## config.mk

```make
export PLATFORM = sky130hd
export DESIGN_NAME = rsa_addressing
export DESIGN_NICKNAME = d
export VERILOG_FILES = /design/src/rsa_pkg.sv /design/src/rsa_addressing.sv /design/src/rsa_line_counter.sv
export SDC_FILE = /design/constraint.sdc
export NUM_CORES = 1
export LEC_CHECK = 0
export ABC_AREA = 1
export ABC_CLOCK_PERIOD_IN_PS = 4800
export BUFFER_PORTS_ARGS = -buffer_cell sky130_fd_sc_hd__buf_2
export CORE_AREA = 2 2 153 155
export DETAILED_ROUTE_END_ITERATION = 12
export DIE_AREA = 0 0 155 157
export PLACE_DENSITY = 0.77
export REMOVE_ABC_BUFFERS = 1
export SLEW_MARGIN = 20
export SYNTH_ARGS = -nofsm -noshare
export SYNTH_HDL_FRONTEND = slang
export SYNTH_SLANG_ARGS = --single-unit
```

## constraint.sdc

```tcl
create_clock -name aclk -period 4.8 [get_ports aclk]
set_clock_uncertainty 0.15 [all_clocks]
set_input_delay 0.48 -clock aclk [delete_from_list [all_inputs] [get_ports aclk]]
set_output_delay 0.48 -clock aclk [all_outputs]
set_load 0.005 [all_outputs]
```

## src/rsa_pkg.sv

```systemverilog
package rsa_pkg;

    // Register byte offsets
    localparam logic [7:0] REG_CORE_CFG  = 8'h00;
    localparam logic [7:0] REG_SEQ_CFG   = 8'h04;
    localparam logic [7:0] REG_INT_LINES = 8'h08;
    localparam logic [7:0] REG_X_START   = 8'h0C;
    localparam logic [7:0] REG_Y_START   = 8'h10;
    localparam logic [7:0] REG_NUM_LINES = 8'h14;
    localparam logic [7:0] REG_NUM_PAIRS = 8'h18;
    localparam logic [7:0] REG_ROW_STAT  = 8'h1C;
    localparam logic [7:0] REG_COL_STAT  = 8'h20;

    // Field positions
    localparam int SUB_LSB    = 2;
    localparam int SUB_MSB    = 4;
    localparam int NDR_BIT    = 0;
    localparam int NDRM_LSB   = 1;
    localparam int NDRM_MSB   = 2;
    localparam int BOTH_BIT   = 4;

    // Values after reset
    localparam logic [2:0]  CORE_SUB_RST  = 3'h0;
    localparam logic [11:0] SEQ_CFG_RST   = 12'h080;
    localparam logic [11:0] INT_LINES_RST = 12'h001;
    localparam logic [6:0]  X_START_RST   = 7'h00;
    localparam logic [7:0]  Y_START_RST   = 8'h00;
    localparam logic [11:0] NUM_LINES_RST = 12'hBC6;
    localparam logic [10:0] NUM_PAIRS_RST = 11'h200;

    // Addressing geometry
    localparam logic [4:0]  BLOCK_W       = 5'h18;
    localparam logic [6:0]  X_START_MAX   = 7'h62;
    localparam logic [7:0]  Y_START_MAX   = 8'h89;
    localparam logic [3:0]  STEP_A        = 4'h2;
    localparam logic [3:0]  STEP_B        = 4'h4;
    localparam logic [3:0]  STEP_C        = 4'h6;
    localparam logic [3:0]  STEP_D        = 4'h8;
    localparam logic [3:0]  STEP_E        = 4'hC;

    // AXI responses
    localparam logic [1:0]  RESP_OKAY     = 2'h0;
    localparam logic [1:0]  RESP_SLVERR   = 2'h2;

    typedef struct packed {
        logic [11:0] read_addr;
        logic [11:0] reset_addr;
    } rsa_row_s;

endpackage : rsa_pkg

```

## src/rsa_addressing.sv

```systemverilog
// Functional notes
// RULE1: Sub-sampling code 000/001/010/011/1xx gives pixel steps 2/4/6/8/12.
// RULE2: Every mode reads two adjacent pixels per group; only the skip changes.
// RULE3: Addressing pattern repeats in blocks 24 pixels wide.
// RULE4: Column start takes 99 coordinates, row start takes 138.
// RULE5: Columns are always selected two at a time, odd and even together.
// RULE6: Rows are selected individually, one at a time.
// RULE7: Two independent row pointers: one reading, one resetting.
// RULE8: Each row clock advances both read and reset pointers by one.
// RULE9: Exposure equals pointer separation, programmed in lines.
// RULE10: Both-side bit or readout modes 1/2 merge row registers, drive both sides.
// RULE11: Lines are read and reset strictly in sequence, equal exposure each.
// RULE12: Reset pointer leads read pointer by programmed lines, wrapping in frame.
// RULE13: Column sub-sampling code sits in bits 4:2 of core configuration.
// RULE14: Controller issues frame-start pulse that initialises the row sequence.
// RULE15: Controller issues row clock per row, which loads the column register.
// RULE16: Both-side bit: 0 selects electronic shutter, 1 both-side addressing.
//
// Implementation choices: register access over AXI4-Lite and the placing of the registers.
`timescale 1ns/100ps
module rsa_addressing #(
    parameter int ROW_W = 12,
    parameter int COL_W = 12
) (
    // Clock and reset
    input  wire logic              aclk,
    input  wire logic              aresetn,
    // AXI4-Lite write address
    input  wire logic [7:0]        s_axi_awaddr,
    input  wire logic              s_axi_awvalid,
    output logic                   s_axi_awready,
    // AXI4-Lite write data
    input  wire logic [31:0]       s_axi_wdata,
    input  wire logic [3:0]        s_axi_wstrb,
    input  wire logic              s_axi_wvalid,
    output logic                   s_axi_wready,
    // AXI4-Lite write response
    output logic [1:0]             s_axi_bresp,
    output logic                   s_axi_bvalid,
    input  wire logic              s_axi_bready,
    // AXI4-Lite read address
    input  wire logic [7:0]        s_axi_araddr,
    input  wire logic              s_axi_arvalid,
    output logic                   s_axi_arready,
    // AXI4-Lite read data
    output logic [31:0]            s_axi_rdata,
    output logic [1:0]             s_axi_rresp,
    output logic                   s_axi_rvalid,
    input  wire logic              s_axi_rready,
    // Timing controller pulses
    input  wire logic              frame_start,
    input  wire logic              row_clk,
    input  wire logic              pix_en,
    // Row addressing
    output rsa_pkg::rsa_row_s      row_addr,
    output logic                   row_read_pulse,
    output logic                   row_reset_pulse,
    output logic                   both_sides,
    // Column addressing
    output logic [COL_W-1:0]       col_pair_addr,
    output logic                   col_valid
);

    if (ROW_W < 12 || COL_W < 12) begin : g_bad_width
        $error("rsa_addressing: ROW_W and COL_W must be at least 12");
    end

    // Pixel step for a sub-sampling code
    function automatic logic [3:0] step_of(input logic [2:0] code);
        logic [3:0] s;
        s = rsa_pkg::STEP_E;
        if (code == 3'h0) s = rsa_pkg::STEP_A;
        else if (code == 3'h1) s = rsa_pkg::STEP_B;
        else if (code == 3'h2) s = rsa_pkg::STEP_C;
        else if (code == 3'h3) s = rsa_pkg::STEP_D;
        return s; // RULE1
    endfunction : step_of

    // Row address of a line index: pairs of adjacent rows, then skip
    function automatic logic [15:0] row_of(input logic [7:0] start, input logic [11:0] idx,
                                           input logic [3:0] step);
        logic [15:0] base;
        base = 16'(start) * 16'(rsa_pkg::BLOCK_W); // RULE3
        return 16'(base + 16'(idx[11:1]) * 16'(step) + 16'(idx[0])); // RULE2 RULE6
    endfunction : row_of

    // Byte-strobe merge
    function automatic logic [31:0] merge(input logic [31:0] old, input logic [31:0] nw,
                                          input logic [3:0] strb);
        logic [31:0] r;
        r = old;
        for (int i = 0; i < 4; i++) begin
            if (strb[i]) r[i*8 +: 8] = nw[i*8 +: 8];
        end
        return r;
    endfunction : merge

    // Registers
    logic [2:0]  col_sub_q;
    logic [11:0] seq_cfg_q;
    logic [11:0] int_lines_q;
    logic [6:0]  x_start_q;
    logic [7:0]  y_start_q;
    logic [11:0] num_lines_q;
    logic [10:0] num_pairs_q;

    // Bus state
    logic        aw_have_q;
    logic        w_have_q;
    logic [7:0]  aw_addr_q;
    logic [31:0] w_data_q;
    logic [3:0]  w_strb_q;
    logic        bvalid_q;
    logic [1:0]  bresp_q;
    logic        rvalid_q;
    logic [31:0] rdata_q;
    logic [1:0]  rresp_q;

    wire         aw_take = s_axi_awvalid && s_axi_awready;
    wire         w_take  = s_axi_wvalid && s_axi_wready;
    wire         ar_take = s_axi_arvalid && s_axi_arready;
    wire         wr_go   = aw_have_q && w_have_q && !bvalid_q;

    assign s_axi_awready = !aw_have_q && !bvalid_q;
    assign s_axi_wready  = !w_have_q && !bvalid_q;
    assign s_axi_arready = !rvalid_q;
    assign s_axi_bvalid  = bvalid_q;
    assign s_axi_bresp   = bresp_q;
    assign s_axi_rvalid  = rvalid_q;
    assign s_axi_rdata   = rdata_q;
    assign s_axi_rresp   = rresp_q;

    // Write decode
    wire wr_core  = wr_go && aw_addr_q == rsa_pkg::REG_CORE_CFG;
    wire wr_seq   = wr_go && aw_addr_q == rsa_pkg::REG_SEQ_CFG;
    wire wr_int   = wr_go && aw_addr_q == rsa_pkg::REG_INT_LINES;
    wire wr_xs    = wr_go && aw_addr_q == rsa_pkg::REG_X_START;
    wire wr_ys    = wr_go && aw_addr_q == rsa_pkg::REG_Y_START;
    wire wr_nl    = wr_go && aw_addr_q == rsa_pkg::REG_NUM_LINES;
    wire wr_np    = wr_go && aw_addr_q == rsa_pkg::REG_NUM_PAIRS;
    wire wr_ro    = aw_addr_q == rsa_pkg::REG_ROW_STAT || aw_addr_q == rsa_pkg::REG_COL_STAT;
    wire wr_hit   = wr_core || wr_seq || wr_int || wr_xs || wr_ys || wr_nl || wr_np;

    wire [31:0] core_m = merge({27'h0, col_sub_q, 2'h0}, w_data_q, w_strb_q);
    wire [31:0] seq_m  = merge({20'h0, seq_cfg_q}, w_data_q, w_strb_q);
    wire [31:0] int_m  = merge({20'h0, int_lines_q}, w_data_q, w_strb_q);
    wire [31:0] xs_m   = merge({25'h0, x_start_q}, w_data_q, w_strb_q);
    wire [31:0] ys_m   = merge({24'h0, y_start_q}, w_data_q, w_strb_q);
    wire [31:0] nl_m   = merge({20'h0, num_lines_q}, w_data_q, w_strb_q);
    wire [31:0] np_m   = merge({21'h0, num_pairs_q}, w_data_q, w_strb_q);

    // Start coordinates limited to the valid range
    wire [6:0]  xs_new = (xs_m[6:0] > rsa_pkg::X_START_MAX) ? rsa_pkg::X_START_MAX : xs_m[6:0]; // RULE4
    wire [7:0]  ys_new = (ys_m[7:0] > rsa_pkg::Y_START_MAX) ? rsa_pkg::Y_START_MAX : ys_m[7:0]; // RULE4

    always_ff @(posedge aclk) begin
        if (!aresetn) begin
            col_sub_q   <= rsa_pkg::CORE_SUB_RST;
            seq_cfg_q   <= rsa_pkg::SEQ_CFG_RST;
            int_lines_q <= rsa_pkg::INT_LINES_RST;
            x_start_q   <= rsa_pkg::X_START_RST;
            y_start_q   <= rsa_pkg::Y_START_RST;
            num_lines_q <= rsa_pkg::NUM_LINES_RST;
            num_pairs_q <= rsa_pkg::NUM_PAIRS_RST;
        end else begin
            if (wr_core) col_sub_q <= core_m[rsa_pkg::SUB_MSB:rsa_pkg::SUB_LSB]; // RULE13
            if (wr_seq) seq_cfg_q <= seq_m[11:0];
            if (wr_int) int_lines_q <= int_m[11:0]; // RULE9
            if (wr_xs) x_start_q <= xs_new;
            if (wr_ys) y_start_q <= ys_new;
            if (wr_nl) num_lines_q <= nl_m[11:0];
            if (wr_np) num_pairs_q <= np_m[10:0];
        end
    end

    // Write channel handshake
    always_ff @(posedge aclk) begin
        if (!aresetn) begin
            aw_have_q <= 1'b0;
            w_have_q  <= 1'b0;
            aw_addr_q <= 8'h00;
            w_data_q  <= 32'h0000_0000;
            w_strb_q  <= 4'h0;
            bvalid_q  <= 1'b0;
            bresp_q   <= rsa_pkg::RESP_OKAY;
        end else begin
            if (aw_take) begin
                aw_have_q <= 1'b1;
                aw_addr_q <= {s_axi_awaddr[7:2], 2'h0};
            end
            if (w_take) begin
                w_have_q <= 1'b1;
                w_data_q <= s_axi_wdata;
                w_strb_q <= s_axi_wstrb;
            end
            if (wr_go) begin
                aw_have_q <= 1'b0;
                w_have_q  <= 1'b0;
                bvalid_q  <= 1'b1;
                bresp_q   <= (wr_hit || wr_ro) ? rsa_pkg::RESP_OKAY : rsa_pkg::RESP_SLVERR;
            end else if (bvalid_q && s_axi_bready) begin
                bvalid_q <= 1'b0;
            end
        end
    end

    // Mode decode
    wire [3:0] col_step = step_of(col_sub_q);
    wire       ndr_on   = seq_cfg_q[rsa_pkg::NDR_BIT];
    wire [1:0] ndr_mode = seq_cfg_q[rsa_pkg::NDRM_MSB:rsa_pkg::NDRM_LSB];
    wire       both_bit = seq_cfg_q[rsa_pkg::BOTH_BIT]; // RULE16
    wire       merge_d  = both_bit || (ndr_on && (ndr_mode == 2'h1 || ndr_mode == 2'h2)); // RULE10

    // Row pointers
    logic [11:0] read_idx;
    logic [11:0] reset_idx;
    logic        frame_on_q;
    wire  [11:0] lead    = (int_lines_q < num_lines_q) ? int_lines_q : 12'h000; // RULE12
    wire         row_adv = row_clk && frame_on_q && !frame_start; // RULE8

    rsa_line_counter #(.W(12)) u_read_ptr ( // RULE7
        .aclk     (aclk),
        .aresetn  (aresetn),
        .load     (frame_start), // RULE14
        .load_val (12'h000),
        .adv      (row_adv),
        .limit    (num_lines_q),
        .idx      (read_idx)
    );

    rsa_line_counter #(.W(12)) u_reset_ptr ( // RULE7
        .aclk     (aclk),
        .aresetn  (aresetn),
        .load     (frame_start),
        .load_val (lead), // RULE9 RULE12
        .adv      (row_adv),
        .limit    (num_lines_q),
        .idx      (reset_idx)
    );

    wire [15:0] read_row  = row_of(y_start_q, read_idx, col_step);
    wire [15:0] reset_row = row_of(y_start_q, reset_idx, col_step);

    // Row outputs
    rsa_pkg::rsa_row_s row_q;
    logic              read_pulse_q;
    logic              reset_pulse_q;
    logic              both_q;

    always_ff @(posedge aclk) begin
        if (!aresetn) begin
            frame_on_q    <= 1'b0;
            row_q         <= '0;
            read_pulse_q  <= 1'b0;
            reset_pulse_q <= 1'b0;
            both_q        <= 1'b0;
        end else begin
            if (frame_start) frame_on_q <= 1'b1;
            both_q             <= merge_d;
            row_q.read_addr    <= read_row[11:0];
            // Merged registers drive the same row from both sides
            row_q.reset_addr   <= merge_d ? read_row[11:0] : reset_row[11:0]; // RULE10 RULE11
            read_pulse_q       <= row_clk && frame_on_q;
            reset_pulse_q      <= row_clk && frame_on_q; // RULE8 RULE11
        end
    end

    assign row_addr        = row_q;
    assign row_read_pulse  = read_pulse_q;
    assign row_reset_pulse = reset_pulse_q;
    assign both_sides      = both_q;

    // Column pair scan
    logic [10:0]      pair_cnt_q;
    logic             col_on_q;
    logic [COL_W-1:0] col_q;
    logic             col_valid_q;
    wire  [15:0]      col_base = 16'(x_start_q) * 16'(rsa_pkg::BLOCK_W); // RULE3 RULE4
    wire  [15:0]      col_next = 16'(col_base + 16'(pair_cnt_q) * 16'(col_step)); // RULE2 RULE5
    wire              col_last = (pair_cnt_q + 11'h001) >= num_pairs_q;

    always_ff @(posedge aclk) begin
        if (!aresetn) begin
            pair_cnt_q  <= 11'h000;
            col_on_q    <= 1'b0;
            col_q       <= '0;
            col_valid_q <= 1'b0;
        end else if (row_clk) begin
            pair_cnt_q  <= 11'h000; // RULE15
            col_on_q    <= num_pairs_q != 11'h000;
            col_valid_q <= 1'b0;
        end else if (pix_en && col_on_q) begin
            col_q       <= COL_W'(col_next); // RULE5
            col_valid_q <= 1'b1;
            pair_cnt_q  <= pair_cnt_q + 11'h001;
            col_on_q    <= !col_last;
        end else if (pix_en) begin
            col_valid_q <= 1'b0;
        end
    end

    assign col_pair_addr = col_q;
    assign col_valid     = col_valid_q;

    // Read decode
    wire [7:0]  ra     = {s_axi_araddr[7:2], 2'h0};
    wire [31:0] stat_r = {4'h0, row_q.reset_addr, 4'h0, row_q.read_addr};
    wire [31:0] stat_c = {frame_on_q, both_q, col_on_q, 1'b0, 16'h0000, col_q[11:0]};
    wire        rd_hit = ra <= rsa_pkg::REG_COL_STAT;
    wire [31:0] rd_val =
        (ra == rsa_pkg::REG_CORE_CFG)  ? {27'h0, col_sub_q, 2'h0} :
        (ra == rsa_pkg::REG_SEQ_CFG)   ? {20'h0, seq_cfg_q} :
        (ra == rsa_pkg::REG_INT_LINES) ? {20'h0, int_lines_q} :
        (ra == rsa_pkg::REG_X_START)   ? {25'h0, x_start_q} :
        (ra == rsa_pkg::REG_Y_START)   ? {24'h0, y_start_q} :
        (ra == rsa_pkg::REG_NUM_LINES) ? {20'h0, num_lines_q} :
        (ra == rsa_pkg::REG_NUM_PAIRS) ? {21'h0, num_pairs_q} :
        (ra == rsa_pkg::REG_ROW_STAT)  ? stat_r :
        (ra == rsa_pkg::REG_COL_STAT)  ? stat_c : 32'h0000_0000;

    always_ff @(posedge aclk) begin
        if (!aresetn) begin
            rvalid_q <= 1'b0;
            rdata_q  <= 32'h0000_0000;
            rresp_q  <= rsa_pkg::RESP_OKAY;
        end else if (ar_take) begin
            rvalid_q <= 1'b1;
            rdata_q  <= rd_val;
            rresp_q  <= rd_hit ? rsa_pkg::RESP_OKAY : rsa_pkg::RESP_SLVERR;
        end else if (rvalid_q && s_axi_rready) begin
            rvalid_q <= 1'b0;
        end
    end

endmodule : rsa_addressing

```

## src/rsa_line_counter.sv

```systemverilog
`timescale 1ns/100ps
module rsa_line_counter #(
    parameter int W = 12
) (
    // Clock and reset
    input  wire logic         aclk,
    input  wire logic         aresetn,
    // Control
    input  wire logic         load,
    input  wire logic [W-1:0] load_val,
    input  wire logic         adv,
    input  wire logic [W-1:0] limit,
    // Line index
    output logic      [W-1:0] idx
);

    logic [W-1:0] idx_q;
    logic [W-1:0] idx_d;
    logic [W-1:0] idx_inc;

    assign idx_inc = idx_q + {{(W-1){1'b0}}, 1'b1};
    // Wrap within the frame line range
    assign idx_d   = load ? load_val : (adv ? ((idx_inc >= limit) ? '0 : idx_inc) : idx_q);
    assign idx     = idx_q;

    always_ff @(posedge aclk) begin
        if (!aresetn) begin
            idx_q <= '0;
        end else begin
            idx_q <= idx_d;
        end
    end

endmodule : rsa_line_counter

```

# After elaboration in Yosys (flattened, before gate mapping)
# Index checks and enable logic that the tools add are counted.
[totals] ff_bits=201 latch_bits=0 mem_bits_rw=0 rom_bits=0 input_bits=62 out_inout_bits=81 word_cells=166 mem_count=0
[op_classes] n_addsub=8 mul=5 n_div=0 n_lt_le_gt_ge=7 n_eq_ne=21 n_shift=0 muxes=33 n_bitwise=2 reduce_logical=58
[op_table] op="two-way mux 32 bit" n=9
[op_table] op="two-way mux 12 bit" n=6
[op_table] op="== test 6 x 3 -> 1 bit (second input constant)" n=8
[op_table] op="adder 12 bit" n=3
[op_table] op="multiplier 11 x 4 -> 12 bit" n=3
[op_table] op="adder 12 x 1 -> 12 bit" n=2
[op_table] op="adder 12 x 1 -> 12 bit (second input constant)" n=2
[op_table] op="== test 6 x 2 -> 1 bit (second input constant)" n=4
[op_table] op=">= comparator 12 bit" n=2
[op_table] op="logical AND 1 bit" n=20
[op_table] op="AND reduction 2 bit" n=10
[op_table] op="zero test 8 bit" n=2
[op_table] op="two-way mux 8 bit" n=2
[op_table] op="two-way mux 7 bit" n=2
[op_table] op="== test 6 x 1 -> 1 bit (second input constant)" n=2
[op_table] op="== test 6 x 4 -> 1 bit (second input constant)" n=2
[op_table] op="less-than comparator 12 bit" n=1
[op_table] op="two-way mux 4 bit" n=3
[op_table] op="adder 11 x 1 -> 11 bit (second input constant)" n=1
[op_table] op=">= comparator 11 bit" n=1
[op_table] op="nonzero test 11 bit" n=1
[op_table] op="logical OR 1 bit" n=10
[op_table] op="nonzero test 2 bit" n=5
[op_table] op="multiplier 7 x 2 -> 9 bit (second input constant)" n=1
[op_table] op="other kinds (15)" n=32

# Longest topological paths before layout
[depth] ltp_word=11 depth_mapped=23 depth_no_buf=23

# Modules after synthesis
# Synthesis repeated with hierarchy kept, for this count alone.
[unflattened] cells_unflattened=1948 hier_area_um2=13910.8
[by_module_without_submodules] module="rsa_addressing" instances=1 cells_per_inst=1610 area_each_um2=11468.5 seq_area_each_um2=3383.2
[by_module_without_submodules] module="rsa_line_counter" instances=2 cells_per_inst=169 area_each_um2=1221.2 seq_area_each_um2=240.2

# Worst setup path after synthesis
# Ideal clock, no wire load.
[synth_timing] kind="flip-flop to flip-flop" from="reg col_sub_q[0]" to="reg row_q, in the netlist row_addr[10]" arrival_ps=3805 required_time_ps=4522 path_slack_ps=718 stages_incl_launch_ff=20 n_path_buf=2 period_less_slack_ps=4082 cell_sequence="dfxtp_1 -> nand2_1 -> nand2_2 -> buf_6 -> clkinv_1 -> clkbuf_1 -> nor2_1 -> fa_1 -> ha_1 -> inv_1 -> fa_1 -> inv_1 -> ha_1 -> inv_1 -> fa_1 -> o21ai_0 -> a21oi_1 -> o21ai_0 -> xor2_1 -> o22ai_1"
[synth_via] elab_chain_len=9
[synth_rtl] element="from (decl)" line="rsa_addressing.sv:99" source="logic [2:0] col_sub_q;"
[synth_rtl] element="from (signal assigned)" line="rsa_addressing.sv:158" source="col_sub_q <= rsa_pkg::CORE_SUB_RST;"
[synth_rtl] element="from (signal assigned)" line="rsa_addressing.sv:166" source="if (wr_core) col_sub_q <= core_m[rsa_pkg::SUB_MSB:rsa_pkg::SUB_LSB];"
[synth_rtl] element="== test 3 x 2 -> 1 bit" line="rsa_addressing.sv:75" source="else if (code == 3'h3) s = rsa_pkg::STEP_D;"
[synth_rtl] element="two-way mux 3 bit" line="rsa_addressing.sv:75"
[synth_rtl] element="two-way mux 4 bit" line="rsa_addressing.sv:74" source="else if (code == 3'h2) s = rsa_pkg::STEP_C;"
[synth_rtl] element="two-way mux 4 bit" line="rsa_addressing.sv:73" source="else if (code == 3'h1) s = rsa_pkg::STEP_B;"
[synth_rtl] element="two-way mux 4 bit (*)" line="rsa_addressing.sv:72" source="if (code == 3'h0) s = rsa_pkg::STEP_A;"
[synth_rtl] element="multiplier 11 x 4 -> 12 bit" line="rsa_addressing.sv:84" source="return 16'(base + 16'(idx[11:1]) * 16'(step) + 16'(idx[0]));"
[synth_rtl] element="adder 12 bit" line="rsa_addressing.sv:84"
[synth_rtl] element="adder 12 x 1 -> 12 bit" line="rsa_addressing.sv:84"
[synth_rtl] element="two-way mux 12 bit (*)" line="rsa_addressing.sv:262" source="row_q.reset_addr <= merge_d ? read_row[11:0] : reset_row[11:0];"
[synth_rtl] element="to (decl)" line="rsa_addressing.sv:245" source="rsa_pkg::rsa_row_s row_q;"
# Mark *: on every way between the ends. The rest lies on a longest branch, timed or not.
# A chain may end at the register's enable or synchronous reset.

# Final worst setup path
# Ends and elaborated chain as after synthesis.

==> run metrics <==
nets@finish 2154; top_reg_cell synth dfxtp_1; Initial Util 59.4%; dpl ws 0.500 ns; Layout Utilization 65.2%; Final Hold Fails 0; largest net degree at the start of global routing 77; CTS tree done; setup violators final 0; routed length per instance 17.4 um; All-Layer GR Usage 32.3%; Port Buffers 108; clock buffer count from CTS 17; n_diodes 0; Worst EP arrival 4.49 ns; most frequent cell after synthesis nand2_1; filler cell count in the final layout 2045; DRC 0; CTS root buf clkbuf_16; first-pass GRT wire length 61200 um; Net Sw Frac 29.0%; row count 55; layout cells sized above 1 11.1%; CTS clk-pin slew, worst paths 0.09 ns; share of the synthesized area in the top cell type 28.9%; routed wire length 38800 um; initial antenna violation count 0; I/O pins 143; GPL Wtd Cong 0.984; most frequent cells after synthesis nand2_1 (323), inv_1 (298), dfxtp_1 (193); status complete, no violations; worst-margin pin slew 1.02 ns; synth unique cells 55; yosys warns 0; kind of critical path flop to flop; Post-CTS Hold Buffers 0; Logic pwr share 8.1%; Post-synth ARST share 0%; instance count of the mapped netlist 1844; Pleak 7.30 nW; VDD IR max 0.000188 V; top cells by area, synth dfxtp_1 (29%), ha_1 (11%), nand2_1 (9.1%); vias per inst 5.65; Period minus WS final 4.31 ns; Synth Register Bits 193; Hold Crit Start s_axi_awaddr[5]; Die Width 155 um; Worst slew margin 31.8%; Vias 12582; crit path capture type flop; Die Y 157 um; slack of the critical path 0.492 ns; hold crit path type input port to flop; Cell Pwr Density 233 nW/um^2; clock sinks 193; Post-Syn Area 13400 um^2; top cell type by total area after synthesis dfxtp_1; Sw Pwr 0.992 mW; design internal power 2.43 mW; post-CTS sizing 0; max-cap viol count 0; EDFF count, synth 0; Area Overhead vs Synth 9.71%; Critical Path Start col_sub_q[0]$_SDFFE_PN0P_; Worst Path Max Fanout 13; register area share after synthesis 28.9%; RR Startpoint col_sub_q[0]$_SDFFE_PN0P_; Core Region 22500 um^2; total grt overflow 0; drt pass-1 iters 5; DRT iter0 DRCs 1223; RSZ-0062 raised after global routing false; placed instance count 2194; fmax 232 MHz; pins over their slew limit 0; clock buffer depth 2; Clk Latency, worst-skew pair 0.46 ns; DP Area 14000 um^2; H-Tree Depth 4; post-route ant nets 0; sequential power share 48.6%; vias in the first global route 11892; setup TNS 0 ns; number of setup buffers added after CTS 0; HPWL Detailed 30400 um; startpoint types flop; Die Area 24300 um^2; fin cells 2226; Clk pwr share 43.3%; syn avg cell area 7.25 um^2; Final Cell Area 14700 um^2; Final Cycle Share 89.7%; CP required 4.98 ns
-- metrics by stage --
| stage | hold slack, ns | power, mW |
|---|---|---|
| 2_1_floorplan | 0.291 | 1.85 |
| 3_3_place_gp | 0.297 | 1.96 |
| 3_5_place_dp | 0.303 | 1.97 |
| 4_1_cts | 0.113 | 3.43 |
| 5_1_grt | 0.112 | 3.53 |
| 6_report | 0.115 | 3.42 |
-- worst paths after layout --
kind	depth (start not counted)	slack [ns]	endpoint
worst max-delay path	23	0.49	row_addr[10]$_SDFF_PN0_
worst min register to register	2	0.31	s_axi_rdata[6]$_SDFFE_PN0P_
worst max register to register	23	0.49	row_addr[10]$_SDFF_PN0_
worst min-delay path	3	0.12	aw_addr_q[5]$_SDFFE_PN0P_
-- logic make-up after synthesis --
kind of cell	share of synthesized area [%]
simple gates	22.2
compound gates	15.9
other cells	0.0281
buf+inv	11.7
xor+xnor	3.14
flops	28.9
fa+ha+maj	18.2
-- critical path, cell delays in order, from the launching register on --
cell      delay, ns
dfxtp_1        0.46
inv_1          0.10
nand3_2        0.12
nand2_2        0.18
inv_1          0.12
buf_4          0.18
nand2_1        0.09
fa_1           0.51
inv_1          0.04
ha_1           0.18
inv_1          0.06
fa_1           0.41
inv_1          0.07
ha_1           0.16
inv_1          0.05
fa_1           0.35
inv_1          0.08
nand2_1        0.07
a21boi_0       0.23
o21ai_0        0.16
nand2_1        0.08
a21oi_1        0.07
xor2_1         0.16
o22ai_1        0.08
-- layout make-up --
cell class                 instances  area, um^2  share of cell area [%]
clock buffer                      17         425                    2.90
clock inverter                    15         203                    1.38
inverter                         320        1200                    8.19
multi-input combinational       1274        7970                    54.3
sequential                       193        3860                    26.3
tap                              285         357                    2.43
timing repair buffer             122         646                    4.40
-- layer usage --
layer	vias to the layer above	global-route usage, %	share of wire [%]
met1	5797	43.2	43
met4	0	13.1	3.6
met2	540	52.3	45
met5	-	0	0
li1	6144	-	-
met3	101	5.09	8.0
-- power groups by stage --
stage | Clock [mW] | Combinational (mW) | Sequential, mW
2_1_floorplan | 0 | 0.159 | 1.69
3_3_place_gp | 0 | 0.265 | 1.70
3_5_place_dp | 0 | 0.269 | 1.70
4_1_cts | 1.49 | 0.271 | 1.66
5_1_grt | 1.56 | 0.305 | 1.67
6_report | 1.48 | 0.276 | 1.66
-- sequential cells by signal, summed over array words and instances (netlist names), 2 cells and up --
| name | count |
|---|---|
| num_pairs_q | 11 |
| aw_addr_q | 6 |
| w_strb_q | 2 |
| seq_cfg_q | 12 |
| pair_cnt_q | 11 |
| col_sub_q | 3 |
| w_data_q | 12 |
| y_start_q | 8 |
| int_lines_q | 12 |
| row_addr | 24 |
| s_axi_rdata | 27 |
| u_read_ptr.idx | 12 |
| col_pair_addr | 11 |
| u_reset_ptr.idx | 12 |
| num_lines_q | 12 |
| x_start_q | 7 |
-- cells in the final DEF, fill, tap and decap left out, types with 3 or more instances in the layout --
cell type  count
nor2_2         7
o21a_1         4
a21oi_1      188
nand2_1      323
nand3_1       97
nor3_2         6
o22ai_1       13
clkbuf_16     17
conb_1         8
o21ai_0      123
xor2_1        35
nor3_1         9
o211ai_1       9
a31oi_1        5
inv_1        298
inv_12         3
clkinv_1       3
inv_2         19
o221ai_1       5
nand2_2       10
ha_1         114
xnor2_1       11
o31ai_1        4
buf_4         14
nor3_4         5
a211oi_1      17
nand4_1       34
nor2_4         6
o2111ai_1      3
inv_8          3
nand3b_1       3
nor2_1       161
buf_2        108
o21ai_1        3
fa_1          50
clkinv_8       6
dfxtp_1      193
No activity file was read; power rests on OpenSTA's default activity.
